## src/icac_map.svh

```systemverilog
// constants for the io channel alarm classifier
`ifndef ICAC_MAP_SVH
`define ICAC_MAP_SVH
// current thresholds in microamps
`define ICAC_UA_UNDER_SET 16'h0dac
`define ICAC_UA_UNDER_CLR 16'h0fa0
`define ICAC_UA_OVER_SET 16'h5014
`define ICAC_UA_OVER_CLR 16'h4e20
`define ICAC_UA_CLAMP 16'h0fa0
// critical overload factor 1.5 as 3/2
`define ICAC_CRIT_NUM 3
`define ICAC_CRIT_DEN 2
// pulse output backlog window
`define ICAC_BACKLOG_SEC 10
// control register value out of reset: current kind, all enables on
`define ICAC_CTRL_RST 32'h0000_03f0
// register offsets
`define ICAC_REG_CTRL 4'h0
`define ICAC_REG_LOW_LOW_LIMIT 4'h1
`define ICAC_REG_LO 4'h2
`define ICAC_REG_HI 4'h3
`define ICAC_REG_HIGH_HIGH_LIMIT 4'h4
`define ICAC_REG_LOSCALE 4'h5
`define ICAC_REG_HISCALE 4'h6
`define ICAC_REG_CUTOFF 4'h7
`define ICAC_REG_QMIN 4'h8
`define ICAC_REG_QMAX 4'h9
`define ICAC_REG_TMFACT 4'ha
`define ICAC_REG_DEVLIM 4'hb
`define ICAC_REG_TIMEOUT 4'hc
`define ICAC_REG_PMAX 4'hd
`define ICAC_REG_STATUS 4'he
`define ICAC_REG_FREQMAX 4'hf
// control fields
`define ICAC_CTL_KIND_LSB 0
`define ICAC_CTL_EN_LSB 4
`define ICAC_CTL_NDP_LSB 10
`endif

```

## src/icac_pkg.sv

```systemverilog
// types for the io channel alarm classifier
package icac_pkg;
    typedef enum logic [2:0] {
        KIND_CURRENT, KIND_DP, KIND_RTD, KIND_FLOW_PULSE,
        KIND_FLOW_FREQ, KIND_DENSITY, KIND_SERIAL
    } icac_kind_e;
endpackage

```

## src/icac_classifier.sv

```systemverilog
// io channel alarm classifier: ranges, limits, flow bands, timeouts
// What this block does
// - current under range sets below 3.5 mA, clears above 4 mA.
// - between 3.5 and 4.0 mA, convert fixed 4.0 mA.
// - current over range sets above 20.5 mA, clears below 20 mA.
// - between 20.0 and 20.5 mA convert measured current unclamped.
// - value compared to low-low, low, high, high-high limits.
// - channel failure alarm when data read fails.
// - pressure transmitters deviating over limit raise discrepancy.
// - pressure below lower range value: under range, no flow calculation.
// - pressure above overload limit: over range, clamp, fault totals.
// - per-channel enables for range and four level alarms.
// - temperature below low scale or above high scale flags range.
// - flowrate below cut-off flags cut-off and stops totalizing.
// - flowrate between cut-off and minimum: under range, fault totals.
// - flowrate above maximum, below overload: over range, fault totals.
// - flowrate above factor times maximum: meter overload, fault totals.
// - above 1.5 times that: critical overload, no data, no totals.
// - flowrate is always passed through regardless of totalizing.
// - frequency below low or above high setting flags range.
// - pulse backlog above ten seconds of max frequency: overload.
// - serial value not rewritten within timeout raises timeout alarm.
// - density value outside low or high scale flags range.
//
// The implementer's own choices: strobed register access and the register offsets.
`timescale 1ns/100ps
`include "icac_map.svh"
module icac_classifier #(
    parameter int W = 32,
    parameter int CLK_HZ = 40000000
) (
    input wire logic mclk,
    input wire logic nrst,
    // register port
    input wire logic [3:0] reg_addr,
    input wire logic [31:0] reg_wdata,
    input wire logic reg_wr,
    input wire logic reg_rd,
    output logic [31:0] reg_rdata,
    // sample from channel front end (same clock)
    input wire logic sample_valid,
    input wire logic read_fail,
    input wire logic [15:0] loop_ua,
    input wire logic [W-1:0] eng_value,
    input wire logic [W-1:0] peer_value_b,
    input wire logic [W-1:0] peer_value_c,
    input wire logic serial_write,
    input wire logic [W-1:0] pulse_backlog,
    // results
    output logic [15:0] convert_ua,
    output logic [W-1:0] value_out,
    output logic value_valid,
    output logic flow_calc_en,
    output logic totalize_en,
    output logic fault_totals,
    output logic no_data,
    output logic [17:0] alarms
);
    // ------------------------------------------------------------
    // alarm bit positions
    // ------------------------------------------------------------
    localparam int A_UNDER = 0, A_OVER = 1, A_LOW_LOW_LIMIT = 2, A_LO = 3;
    localparam int A_HI = 4, A_HIGH_HIGH_LIMIT = 5, A_FAIL = 6, A_CUT = 7;
    localparam int A_DISC = 8, A_QMIN = 9, A_QMAX = 10, A_OVLD = 11;
    localparam int A_CRIT = 12, A_POVL = 13, A_TMO = 14;

    // ------------------------------------------------------------
    // configuration registers
    // ------------------------------------------------------------
    logic [31:0] ctrl_q;
    logic [W-1:0] cfg_q [1:15];
    logic [31:0] tmo_cnt_q;

    always_ff @(posedge mclk or negedge nrst) begin
        if (!nrst) begin
            ctrl_q <= `ICAC_CTRL_RST;
            for (int i = 1; i < 16; i++) begin
                cfg_q[i] <= '0;
            end
        end else if (reg_wr) begin
            if (reg_addr == `ICAC_REG_CTRL) begin
                ctrl_q <= reg_wdata;
            end else if (reg_addr != `ICAC_REG_STATUS) begin
                cfg_q[reg_addr] <= reg_wdata[W-1:0];
            end
        end
    end

    icac_pkg::icac_kind_e kind;
    logic [5:0] en;
    logic [1:0] ndp;
    assign kind = icac_pkg::icac_kind_e'(ctrl_q[`ICAC_CTL_KIND_LSB +: 3]);
    assign en = ctrl_q[`ICAC_CTL_EN_LSB +: 6];
    assign ndp = ctrl_q[`ICAC_CTL_NDP_LSB +: 2];

    // ------------------------------------------------------------
    // current loop hysteresis
    // ------------------------------------------------------------
    logic under_h_q, over_h_q;
    logic under_h_d, over_h_d;
    // hysteresis is resolved ahead of the sample edge so that the alarm
    // word latched with a sample already reflects that very sample
    always_comb begin
        under_h_d = under_h_q;
        if (loop_ua < `ICAC_UA_UNDER_SET) begin
            under_h_d = 1'b1;
        end else if (loop_ua > `ICAC_UA_UNDER_CLR) begin
            under_h_d = 1'b0;
        end
    end
    always_comb begin
        over_h_d = over_h_q;
        if (loop_ua > `ICAC_UA_OVER_SET) begin
            over_h_d = 1'b1;
        end else if (loop_ua < `ICAC_UA_OVER_CLR) begin
            over_h_d = 1'b0;
        end
    end
    always_ff @(posedge mclk or negedge nrst) begin
        if (!nrst) begin
            under_h_q <= 1'b0;
        end else if (sample_valid) begin
            under_h_q <= under_h_d;
        end
    end
    always_ff @(posedge mclk or negedge nrst) begin
        if (!nrst) begin
            over_h_q <= 1'b0;
        end else if (sample_valid) begin
            over_h_q <= over_h_d;
        end
    end
    // clamp everything below 4.0 mA to 4.0 mA; above 20 mA the raw value passes
    always_ff @(posedge mclk or negedge nrst) begin
        if (!nrst) begin
            convert_ua <= 16'h0000;
        end else if (sample_valid) begin
            if (loop_ua < `ICAC_UA_CLAMP) begin
                convert_ua <= `ICAC_UA_CLAMP;
            end else begin
                convert_ua <= loop_ua;
            end
        end
    end

    // ------------------------------------------------------------
    // comparisons
    // ------------------------------------------------------------
    function automatic logic [W-1:0] absdiff(input logic [W-1:0] a,
                                             input logic [W-1:0] b);
        absdiff = (a > b) ? a - b : b - a;
    endfunction

    logic [W+1:0] ovl_lim, crit_lim;
    logic [2*W-1:0] tm_prod;
    logic [W-1:0] v, qmax;
    logic [63:0] backlog_lim;
    assign v = eng_value;
    assign qmax = cfg_q[`ICAC_REG_QMAX];
    assign tm_prod = cfg_q[`ICAC_REG_TMFACT] * qmax;
    assign ovl_lim = tm_prod[W+1:0];
    assign crit_lim = (tm_prod[W+1:0] * (W+2)'(`ICAC_CRIT_NUM))
                      / (W+2)'(`ICAC_CRIT_DEN);
    assign backlog_lim = 64'(cfg_q[`ICAC_REG_FREQMAX]) *
                         64'(`ICAC_BACKLOG_SEC);

    logic disc;
    always_comb begin
        disc = 1'b0;
        if (ndp >= 2'd2 && absdiff(v, peer_value_b) >
                cfg_q[`ICAC_REG_DEVLIM]) begin
            disc = 1'b1;
        end
        if (ndp == 2'd3 && (absdiff(v, peer_value_c) >
                cfg_q[`ICAC_REG_DEVLIM] || absdiff(peer_value_b,
                peer_value_c) > cfg_q[`ICAC_REG_DEVLIM])) begin
            disc = 1'b1;
        end
    end

    // ------------------------------------------------------------
    // classification on each sample
    // ------------------------------------------------------------
    logic [17:0] al_d;
    logic fc_d, tot_d, ft_d, nd_d;
    logic [W-1:0] vo_d;
    always_comb begin
        al_d = '0;
        fc_d = 1'b1;
        tot_d = 1'b0;
        ft_d = 1'b0;
        nd_d = 1'b0;
        vo_d = v;
        al_d[A_LOW_LOW_LIMIT] = v < cfg_q[`ICAC_REG_LOW_LOW_LIMIT];
        al_d[A_LO] = v < cfg_q[`ICAC_REG_LO];
        al_d[A_HI] = v > cfg_q[`ICAC_REG_HI];
        al_d[A_HIGH_HIGH_LIMIT] = v > cfg_q[`ICAC_REG_HIGH_HIGH_LIMIT];
        unique case (kind)
            icac_pkg::KIND_CURRENT: begin
                al_d[A_UNDER] = under_h_d;
                al_d[A_OVER] = over_h_d;
            end
            icac_pkg::KIND_DP: begin
                // a pressure channel feeds totals unless flow calc stops
                tot_d = 1'b1;
                al_d[A_DISC] = disc;
                if (v < cfg_q[`ICAC_REG_LOSCALE]) begin
                    al_d[A_UNDER] = 1'b1;
                    fc_d = 1'b0;
                    tot_d = 1'b0;
                end else if (v < cfg_q[`ICAC_REG_CUTOFF]) begin
                    al_d[A_CUT] = 1'b1;
                    vo_d = '0;
                end else if (v > cfg_q[`ICAC_REG_PMAX]) begin
                    al_d[A_OVER] = 1'b1;
                    vo_d = cfg_q[`ICAC_REG_PMAX];
                    ft_d = 1'b1;
                end
            end
            icac_pkg::KIND_RTD, icac_pkg::KIND_DENSITY,
            icac_pkg::KIND_FLOW_FREQ: begin
                // frequency bounds share the scale registers
                al_d[A_UNDER] = v < cfg_q[`ICAC_REG_LOSCALE];
                al_d[A_OVER] = v > cfg_q[`ICAC_REG_HISCALE];
            end
            icac_pkg::KIND_FLOW_PULSE: begin
                tot_d = 1'b1;
                if ((W+2)'(v) > crit_lim) begin
                    al_d[A_CRIT] = 1'b1;
                    al_d[A_OVLD] = 1'b1;
                    al_d[A_OVER] = 1'b1;
                    al_d[A_QMAX] = 1'b1;
                    nd_d = 1'b1;
                    tot_d = 1'b0;
                end else if ((W+2)'(v) > ovl_lim) begin
                    al_d[A_OVLD] = 1'b1;
                    al_d[A_OVER] = 1'b1;
                    al_d[A_QMAX] = 1'b1;
                    ft_d = 1'b1;
                end else if (v > qmax) begin
                    al_d[A_OVER] = 1'b1;
                    al_d[A_QMAX] = 1'b1;
                    ft_d = 1'b1;
                end else if (v < cfg_q[`ICAC_REG_CUTOFF]) begin
                    al_d[A_CUT] = 1'b1;
                    tot_d = 1'b0;
                end else if (v < cfg_q[`ICAC_REG_QMIN]) begin
                    al_d[A_UNDER] = 1'b1;
                    al_d[A_QMIN] = 1'b1;
                    ft_d = 1'b1;
                end
            end
            icac_pkg::KIND_SERIAL: begin
            end
            default: begin
            end
        endcase
        al_d[A_UNDER] = al_d[A_UNDER] & en[0];
        al_d[A_OVER] = al_d[A_OVER] & en[1];
        al_d[A_LOW_LOW_LIMIT] = al_d[A_LOW_LOW_LIMIT] & en[2];
        al_d[A_LO] = al_d[A_LO] & en[3];
        al_d[A_HI] = al_d[A_HI] & en[4];
        al_d[A_HIGH_HIGH_LIMIT] = al_d[A_HIGH_HIGH_LIMIT] & en[5];
        al_d[A_FAIL] = read_fail;
        if (read_fail) begin
            fc_d = 1'b0;
            tot_d = 1'b0;
        end
    end

    // ------------------------------------------------------------
    // sampled results
    // ------------------------------------------------------------
    logic [12:0] samp_q;
    always_ff @(posedge mclk or negedge nrst) begin
        if (!nrst) begin
            samp_q <= '0;
            value_out <= '0;
            flow_calc_en <= 1'b0;
            totalize_en <= 1'b0;
            fault_totals <= 1'b0;
            no_data <= 1'b0;
        end else if (sample_valid) begin
            samp_q <= al_d[12:0];
            value_out <= vo_d;
            flow_calc_en <= fc_d;
            totalize_en <= tot_d;
            fault_totals <= ft_d & tot_d;
            no_data <= nd_d;
        end
    end
    always_ff @(posedge mclk or negedge nrst) begin
        if (!nrst) begin
            value_valid <= 1'b0;
        end else begin
            value_valid <= sample_valid;
        end
    end

    // ------------------------------------------------------------
    // pulse output backlog and serial update timeout
    // ------------------------------------------------------------
    logic povl_q, tmo_q;
    always_ff @(posedge mclk or negedge nrst) begin
        if (!nrst) begin
            povl_q <= 1'b0;
        end else begin
            povl_q <= 64'(pulse_backlog) > backlog_lim;
        end
    end
    // timeout register counts clock cycles
    always_ff @(posedge mclk or negedge nrst) begin
        if (!nrst) begin
            tmo_cnt_q <= '0;
            tmo_q <= 1'b0;
        end else if (kind != icac_pkg::KIND_SERIAL || serial_write) begin
            tmo_cnt_q <= '0;
            tmo_q <= 1'b0;
        end else if (32'(cfg_q[`ICAC_REG_TIMEOUT]) != 32'h0 &&
                     tmo_cnt_q >= 32'(cfg_q[`ICAC_REG_TIMEOUT])) begin
            tmo_q <= 1'b1;
        end else begin
            tmo_cnt_q <= tmo_cnt_q + 32'h1;
        end
    end
    assign alarms = {3'b000, tmo_q, povl_q, samp_q};

    // ------------------------------------------------------------
    // register read
    // ------------------------------------------------------------
    always_ff @(posedge mclk or negedge nrst) begin
        if (!nrst) begin
            reg_rdata <= 32'h0;
        end else if (reg_rd) begin
            if (reg_addr == `ICAC_REG_CTRL) begin
                reg_rdata <= ctrl_q;
            end else if (reg_addr == `ICAC_REG_STATUS) begin
                reg_rdata <= {14'h0, alarms};
            end else begin
                reg_rdata <= 32'(cfg_q[reg_addr]);
            end
        end
    end
endmodule

```

## config.mk

```make
export PLATFORM = sky130hd
export DESIGN_NAME = icac_classifier
export DESIGN_NICKNAME = d
export VERILOG_FILES = /design/src/icac_pkg.sv /design/src/icac_classifier.sv
export VERILOG_INCLUDE_DIRS = /design/src
export SDC_FILE = /design/constraint.sdc
export NUM_CORES = 2
export LEC_CHECK = 0
export BUFFER_PORTS_ARGS = -buffer_cell sky130_fd_sc_hd__buf_2
export CELL_PAD_IN_SITES_DETAIL_PLACEMENT = 0
export CELL_PAD_IN_SITES_GLOBAL_PLACEMENT = 1
export CORE_UTILIZATION = 42
export CTS_BUF_LIST = sky130_fd_sc_hd__clkbuf_4 sky130_fd_sc_hd__clkbuf_8 sky130_fd_sc_hd__clkbuf_16
export DETAILED_ROUTE_END_ITERATION = 7
export GPL_TIMING_DRIVEN = 0
export PLACE_DENSITY = 0.7
export RECOVER_POWER = 25
export SLEW_MARGIN = 20
export SYNTH_ARGS = -nofsm -noshare
export SYNTH_HDL_FRONTEND = slang
export SYNTH_SLANG_ARGS = --single-unit
```

## constraint.sdc

```tcl
create_clock -name mclk -period 32.2 [get_ports mclk]
set_input_delay 1.61 -clock mclk [delete_from_list [all_inputs] [get_ports mclk]]
set_output_delay 1.61 -clock mclk [all_outputs]
set_load 0.1 [all_outputs]
```

==> results <==
- The maximum buffer depth of the clock tree is 3.
- The final clock skew is 0.06290 ns.
- The synthesis warning total is 0.
- The number of sinks on the clock net is 631.
- The HPWL after detailed placement is roughly 250,000 µm.
- From synthesis to final layout, the design area changed by 9.559%.
- The total via count after detailed routing is 63,970.
- The number of DRC violations after detailed-routing iteration 0 is 6,721.
- The reported max-cap violation count is 6.
- Buffers inserted to repair hold after CTS numbered 0.
- The most used flip-flop cell after synthesis is sky130_fd_sc_hd__dfrtp_1.
- TritonCTS created 72 clock buffers.
- The post-route clock period utilization is between 40% and 50%.
- The number of nets with antenna violations after detailed routing is 0.
- The maximum achievable frequency is 69.42 MHz.
- Headroom to the max-slew limit came out at -248.8%.
- On the critical path the largest part of the delay comes from compound AO/OA/AOI/OAI gates.
- The top-level I/O count is 290.
- After synthesis the cells add up to 0.07239 mm².
- The number of gates resized after CTS is 0.
- The number of DRC violations after detailed routing is 0.
- After synthesis, flip-flops and latches occupy around 22% of the total area.
- The transition time of the tightest slew-check pin is 5.232 ns.
- TritonCTS built the clock tree.
- Along the worst path, the maximum fanout reaches 10.
- The initial antenna violation count is 22.
- STA puts the critical path data required time at 32.75 ns.
- For this run the aggregate overflow at the end of global routing stands at 0.
- In this run, synthesis inferred 0 flip-flops with an integrated enable.
- The final critical path time including I/O delays and setup is around 14 ns.
- The critical path starts at cfg_q[166].
- The total iterations of the first detailed-routing run is 7.
- The final hold violation count came to 0.
- The hold-critical path depth is 1.
- The first global-routing pass estimated 442,000 µm of wire.
- The ratio of routed vias to standard cells is 5.885.
- The total routing resource utilization after global routing is 34.94%.
- The start-to-end type of the worst setup path is reg2reg.
- The number of pins with negative max-slew slack in the final report is 473.
- The initial utilization of the core area, before any placement, comes to 42.25%.
- Setup repair after global routing left no endpoint under its margin.
- The share of cells above drive strength 1 is 10.59%.
- Summed over all layers, the routed wires come to 307,000 µm.
- The run finished, with violations left.
- The cell count after synthesis came out at 8,127.
- After clock tree synthesis, the clock-pin slew on the worst setup and hold paths is about 0.060 ns.
- The length in cells of the worst reg-to-reg path is 46.
- Counting buffers and inverters, the worst setup path is 46 cells deep.
- The number of global-route vias before repair is around 63,000.
- The area of the die is 0.1740 mm².
- The final-stage net count is between 10,000 and 15,000.
- The standard cell with the maximum stage delay on the critical path is sky130_fd_sc_hd__nor4_2.
- The checks that failed: max-capacitance violations, max-slew violations.
- The critical path endpoint category is a flip-flop.
- The endpoint identified for the worst register-to-register timing path is samp_q[7].
- The clock insertion delay at the later pin of the skew report is 0.71 ns.
- In this run, synthesis produced a sequential element count of 631.
- From left edge to right edge, the die measures around 420 µm.
- The cell sitting at the root of the clock tree is a sky130_fd_sc_hd__clkbuf_16.
- The number of rows created at floorplan is 152.
- The count of buffer and inverter cells on the critical path is 6.
- In the final routed layout, each cell accounts on average for between 20 and 30 µm.
- The largest net degree at the start of global routing is 92.
- At the worst endpoint, the arrival time is 14.96 ns.
- The path type of the worst min-delay path is reg2reg.
- The synthesized netlist contains 105 unique library cells.
- The aggregate negative setup slack is 0 ns.
- The floorplan step set the die height to 417.2 µm.
- The flop-to-flop setup slack is 17.79 ns.
- Buffers added to address setup during post-CTS repair amount to 0.
- Setup violations remaining at the end of the flow were counted as 0.
- The final weighted congestion in routability-driven placement is 0.9823.
- STA classifies the critical path startpoint as a flip-flop.
- The end point of the critical path is samp_q[7].
- Averaged over all synthesized cells, the footprint is 8.908 µm².
- The fraction of synthesis flops using an asynchronous set or reset pin is 100.0%.
- The worst register-to-register path begins at cfg_q[166].
- The highest cell delay on the worst timing path is ~1.0 ns.
- The core footprint is about 0.17 mm².
- The number of levels the H-tree was split into is 3.
- The count of buffers added on input and output ports is 283.
cell usage after synthesis, types with 10 or more instances:
| library cell | number | area (µm²) |
|---|---|---|
| sky130_fd_sc_hd__mux2_2 | 285 | 3209 |
| sky130_fd_sc_hd__nand2b_1 | 96 | 600.6 |
| sky130_fd_sc_hd__o31ai_1 | 20 | 150.1 |
| sky130_fd_sc_hd__a221oi_1 | 29 | 254.0 |
| sky130_fd_sc_hd__clkbuf_1 | 361 | 1355 |
| sky130_fd_sc_hd__o211ai_1 | 42 | 315.3 |
| sky130_fd_sc_hd__o221ai_1 | 33 | 289.0 |
| sky130_fd_sc_hd__and3_1 | 17 | 106.4 |
| sky130_fd_sc_hd__buf_4 | 10 | 75.07 |
| sky130_fd_sc_hd__o21a_1 | 61 | 457.9 |
| sky130_fd_sc_hd__a22oi_1 | 24 | 180.2 |
| sky130_fd_sc_hd__inv_1 | 1159 | 4350 |
| sky130_fd_sc_hd__nand2_1 | 771 | 2894 |
| sky130_fd_sc_hd__mux2i_1 | 55 | 550.5 |
| sky130_fd_sc_hd__or3_1 | 30 | 187.7 |
| sky130_fd_sc_hd__and4_1 | 10 | 87.58 |
| sky130_fd_sc_hd__o21ai_0 | 513 | 2567 |
| sky130_fd_sc_hd__ha_1 | 943 | 11800 |
| sky130_fd_sc_hd__fa_1 | 475 | 9509 |
| sky130_fd_sc_hd__o22ai_1 | 39 | 244.0 |
| sky130_fd_sc_hd__nand3_1 | 74 | 370.4 |
| sky130_fd_sc_hd__nor2b_1 | 96 | 600.6 |
| sky130_fd_sc_hd__a31oi_1 | 41 | 256.5 |
| sky130_fd_sc_hd__buf_2 | 17 | 85.08 |
| sky130_fd_sc_hd__dfrtp_1 | 625 | 15640 |
| sky130_fd_sc_hd__xnor2_1 | 160 | 1401 |
| sky130_fd_sc_hd__a211oi_1 | 31 | 232.7 |
| sky130_fd_sc_hd__a21boi_0 | 12 | 90.09 |
| sky130_fd_sc_hd__a21o_1 | 274 | 2057 |
| sky130_fd_sc_hd__nand3b_1 | 11 | 82.58 |
| sky130_fd_sc_hd__a21oi_1 | 560 | 2803 |
| sky130_fd_sc_hd__o21bai_1 | 74 | 555.5 |
| sky130_fd_sc_hd__nand4_1 | 165 | 1032 |
| sky130_fd_sc_hd__nor4_1 | 32 | 200.2 |
| sky130_fd_sc_hd__xor2_1 | 73 | 639.4 |
| sky130_fd_sc_hd__mux4_2 | 101 | 2275 |
| sky130_fd_sc_hd__nor3_1 | 59 | 295.3 |
| sky130_fd_sc_hd__nor2_1 | 264 | 991.0 |
| sky130_fd_sc_hd__buf_1 | 35 | 131.4 |
| sky130_fd_sc_hd__or4_1 | 19 | 142.6 |
| sky130_fd_sc_hd__and2_1 | 275 | 1720 |
worst min path at each step:
stage,from,to,slack [ns]
floorplan,cfg_q[63],cfg_q[63],0.42
global placement,cfg_q[44],cfg_q[44],0.43
detailed placement,cfg_q[51],cfg_q[51],0.44
CTS,cfg_q[51],cfg_q[51],0.46
global route,cfg_q[57],cfg_q[57],0.47
finish,cfg_q[59],cfg_q[59],0.46
state kept, by name (all words and copies together) (netlist names), 12 cells and up:
name / flops
cfg_q: 434
ctrl_q: 32
qmax: 32
reg_rdata: 32
tmo_cnt_q: 32
value_out: 32
convert_ua: 16
samp_q: 12
cell usage in the layout (no fill, tap or decap), drive strengths merged, types with 24 or more instances in the layout:
master and count:
nand2b 96, fa 475, o211ai 42, nor4 34, a21oi 563, mux2i 55
mux2 286, a31oi 41, nor3 61, a22oi 24, inv 1160, buf 350
o221ai 34, o21bai 74, nand4 165, ha 943, a21o 280, xnor2 160
o21a 61, or3 33, nor2b 96, nor2 266, and2 276, mux4 101
clkbuf 478, o21ai 525, a221oi 30, a211oi 32, dfrtp 625, o22ai 39
nand2 772, nand3 74, xor2 73
per-stage QoR:
stage | worst slack [ns] | area, µm² | cells | utilization, % | hold slack, ns
6_report | 17.79 | 79310 | 10870 | 46.29 | 0.4584
5_1_grt | 17.26 | 79300 | 10870 | 46.28 | 0.4705
4_1_cts | 18.06 | 79400 | 10860 | 46.34 | 0.4577
3_5_place_dp | 18.16 | 76970 | 10730 | 44.92 | 0.4438
3_3_place_gp | 15.63 | 76710 | 10720 | 44.77 | 0.4348
2_1_floorplan | 21.06 | 72400 | 8129 | - | 0.4239
area by class of cell:
cell class                 count  area (µm²)
timing repair buffer         294        1529
clock buffer                 107        2146
multi-input combinational   5912       50600
buffer                       427        1703
sequential                   631       15800
fill                       16870       92040
inverter                    1159        4350
clock inverter                24       285.3
tap                         2310        2890
antenna                        5       12.51
routing by layer:
metal  wire length (µm)  global-route usage (%)  up-vias  share of wire [%]
met5                 68                       0        -              0.022
met1             133800                   48.92    32270                 44
met4              12900                   12.83        4                4.2
met3              27830                   7.713      526                9.1
li1                   -                       -    28410                  -
met2             132400                   52.55     2764                 43
kinds of logic after synthesis:
family | Yosys count | synth area share [%]
compound gates | 1864 | 15.96
xor+xnor | 233 | 2.819
fa+ha+maj | 1421 | 29.48
buf+inv | 1586 | 8.350
flops | 631 | 21.82
mux | 442 | 8.357
other cells | 1 | 0.005180
simple gates | 1949 | 13.22
Power is not shown: default switching activity piles up to over one toggle a cycle in this logic, so the estimate is an artifact.
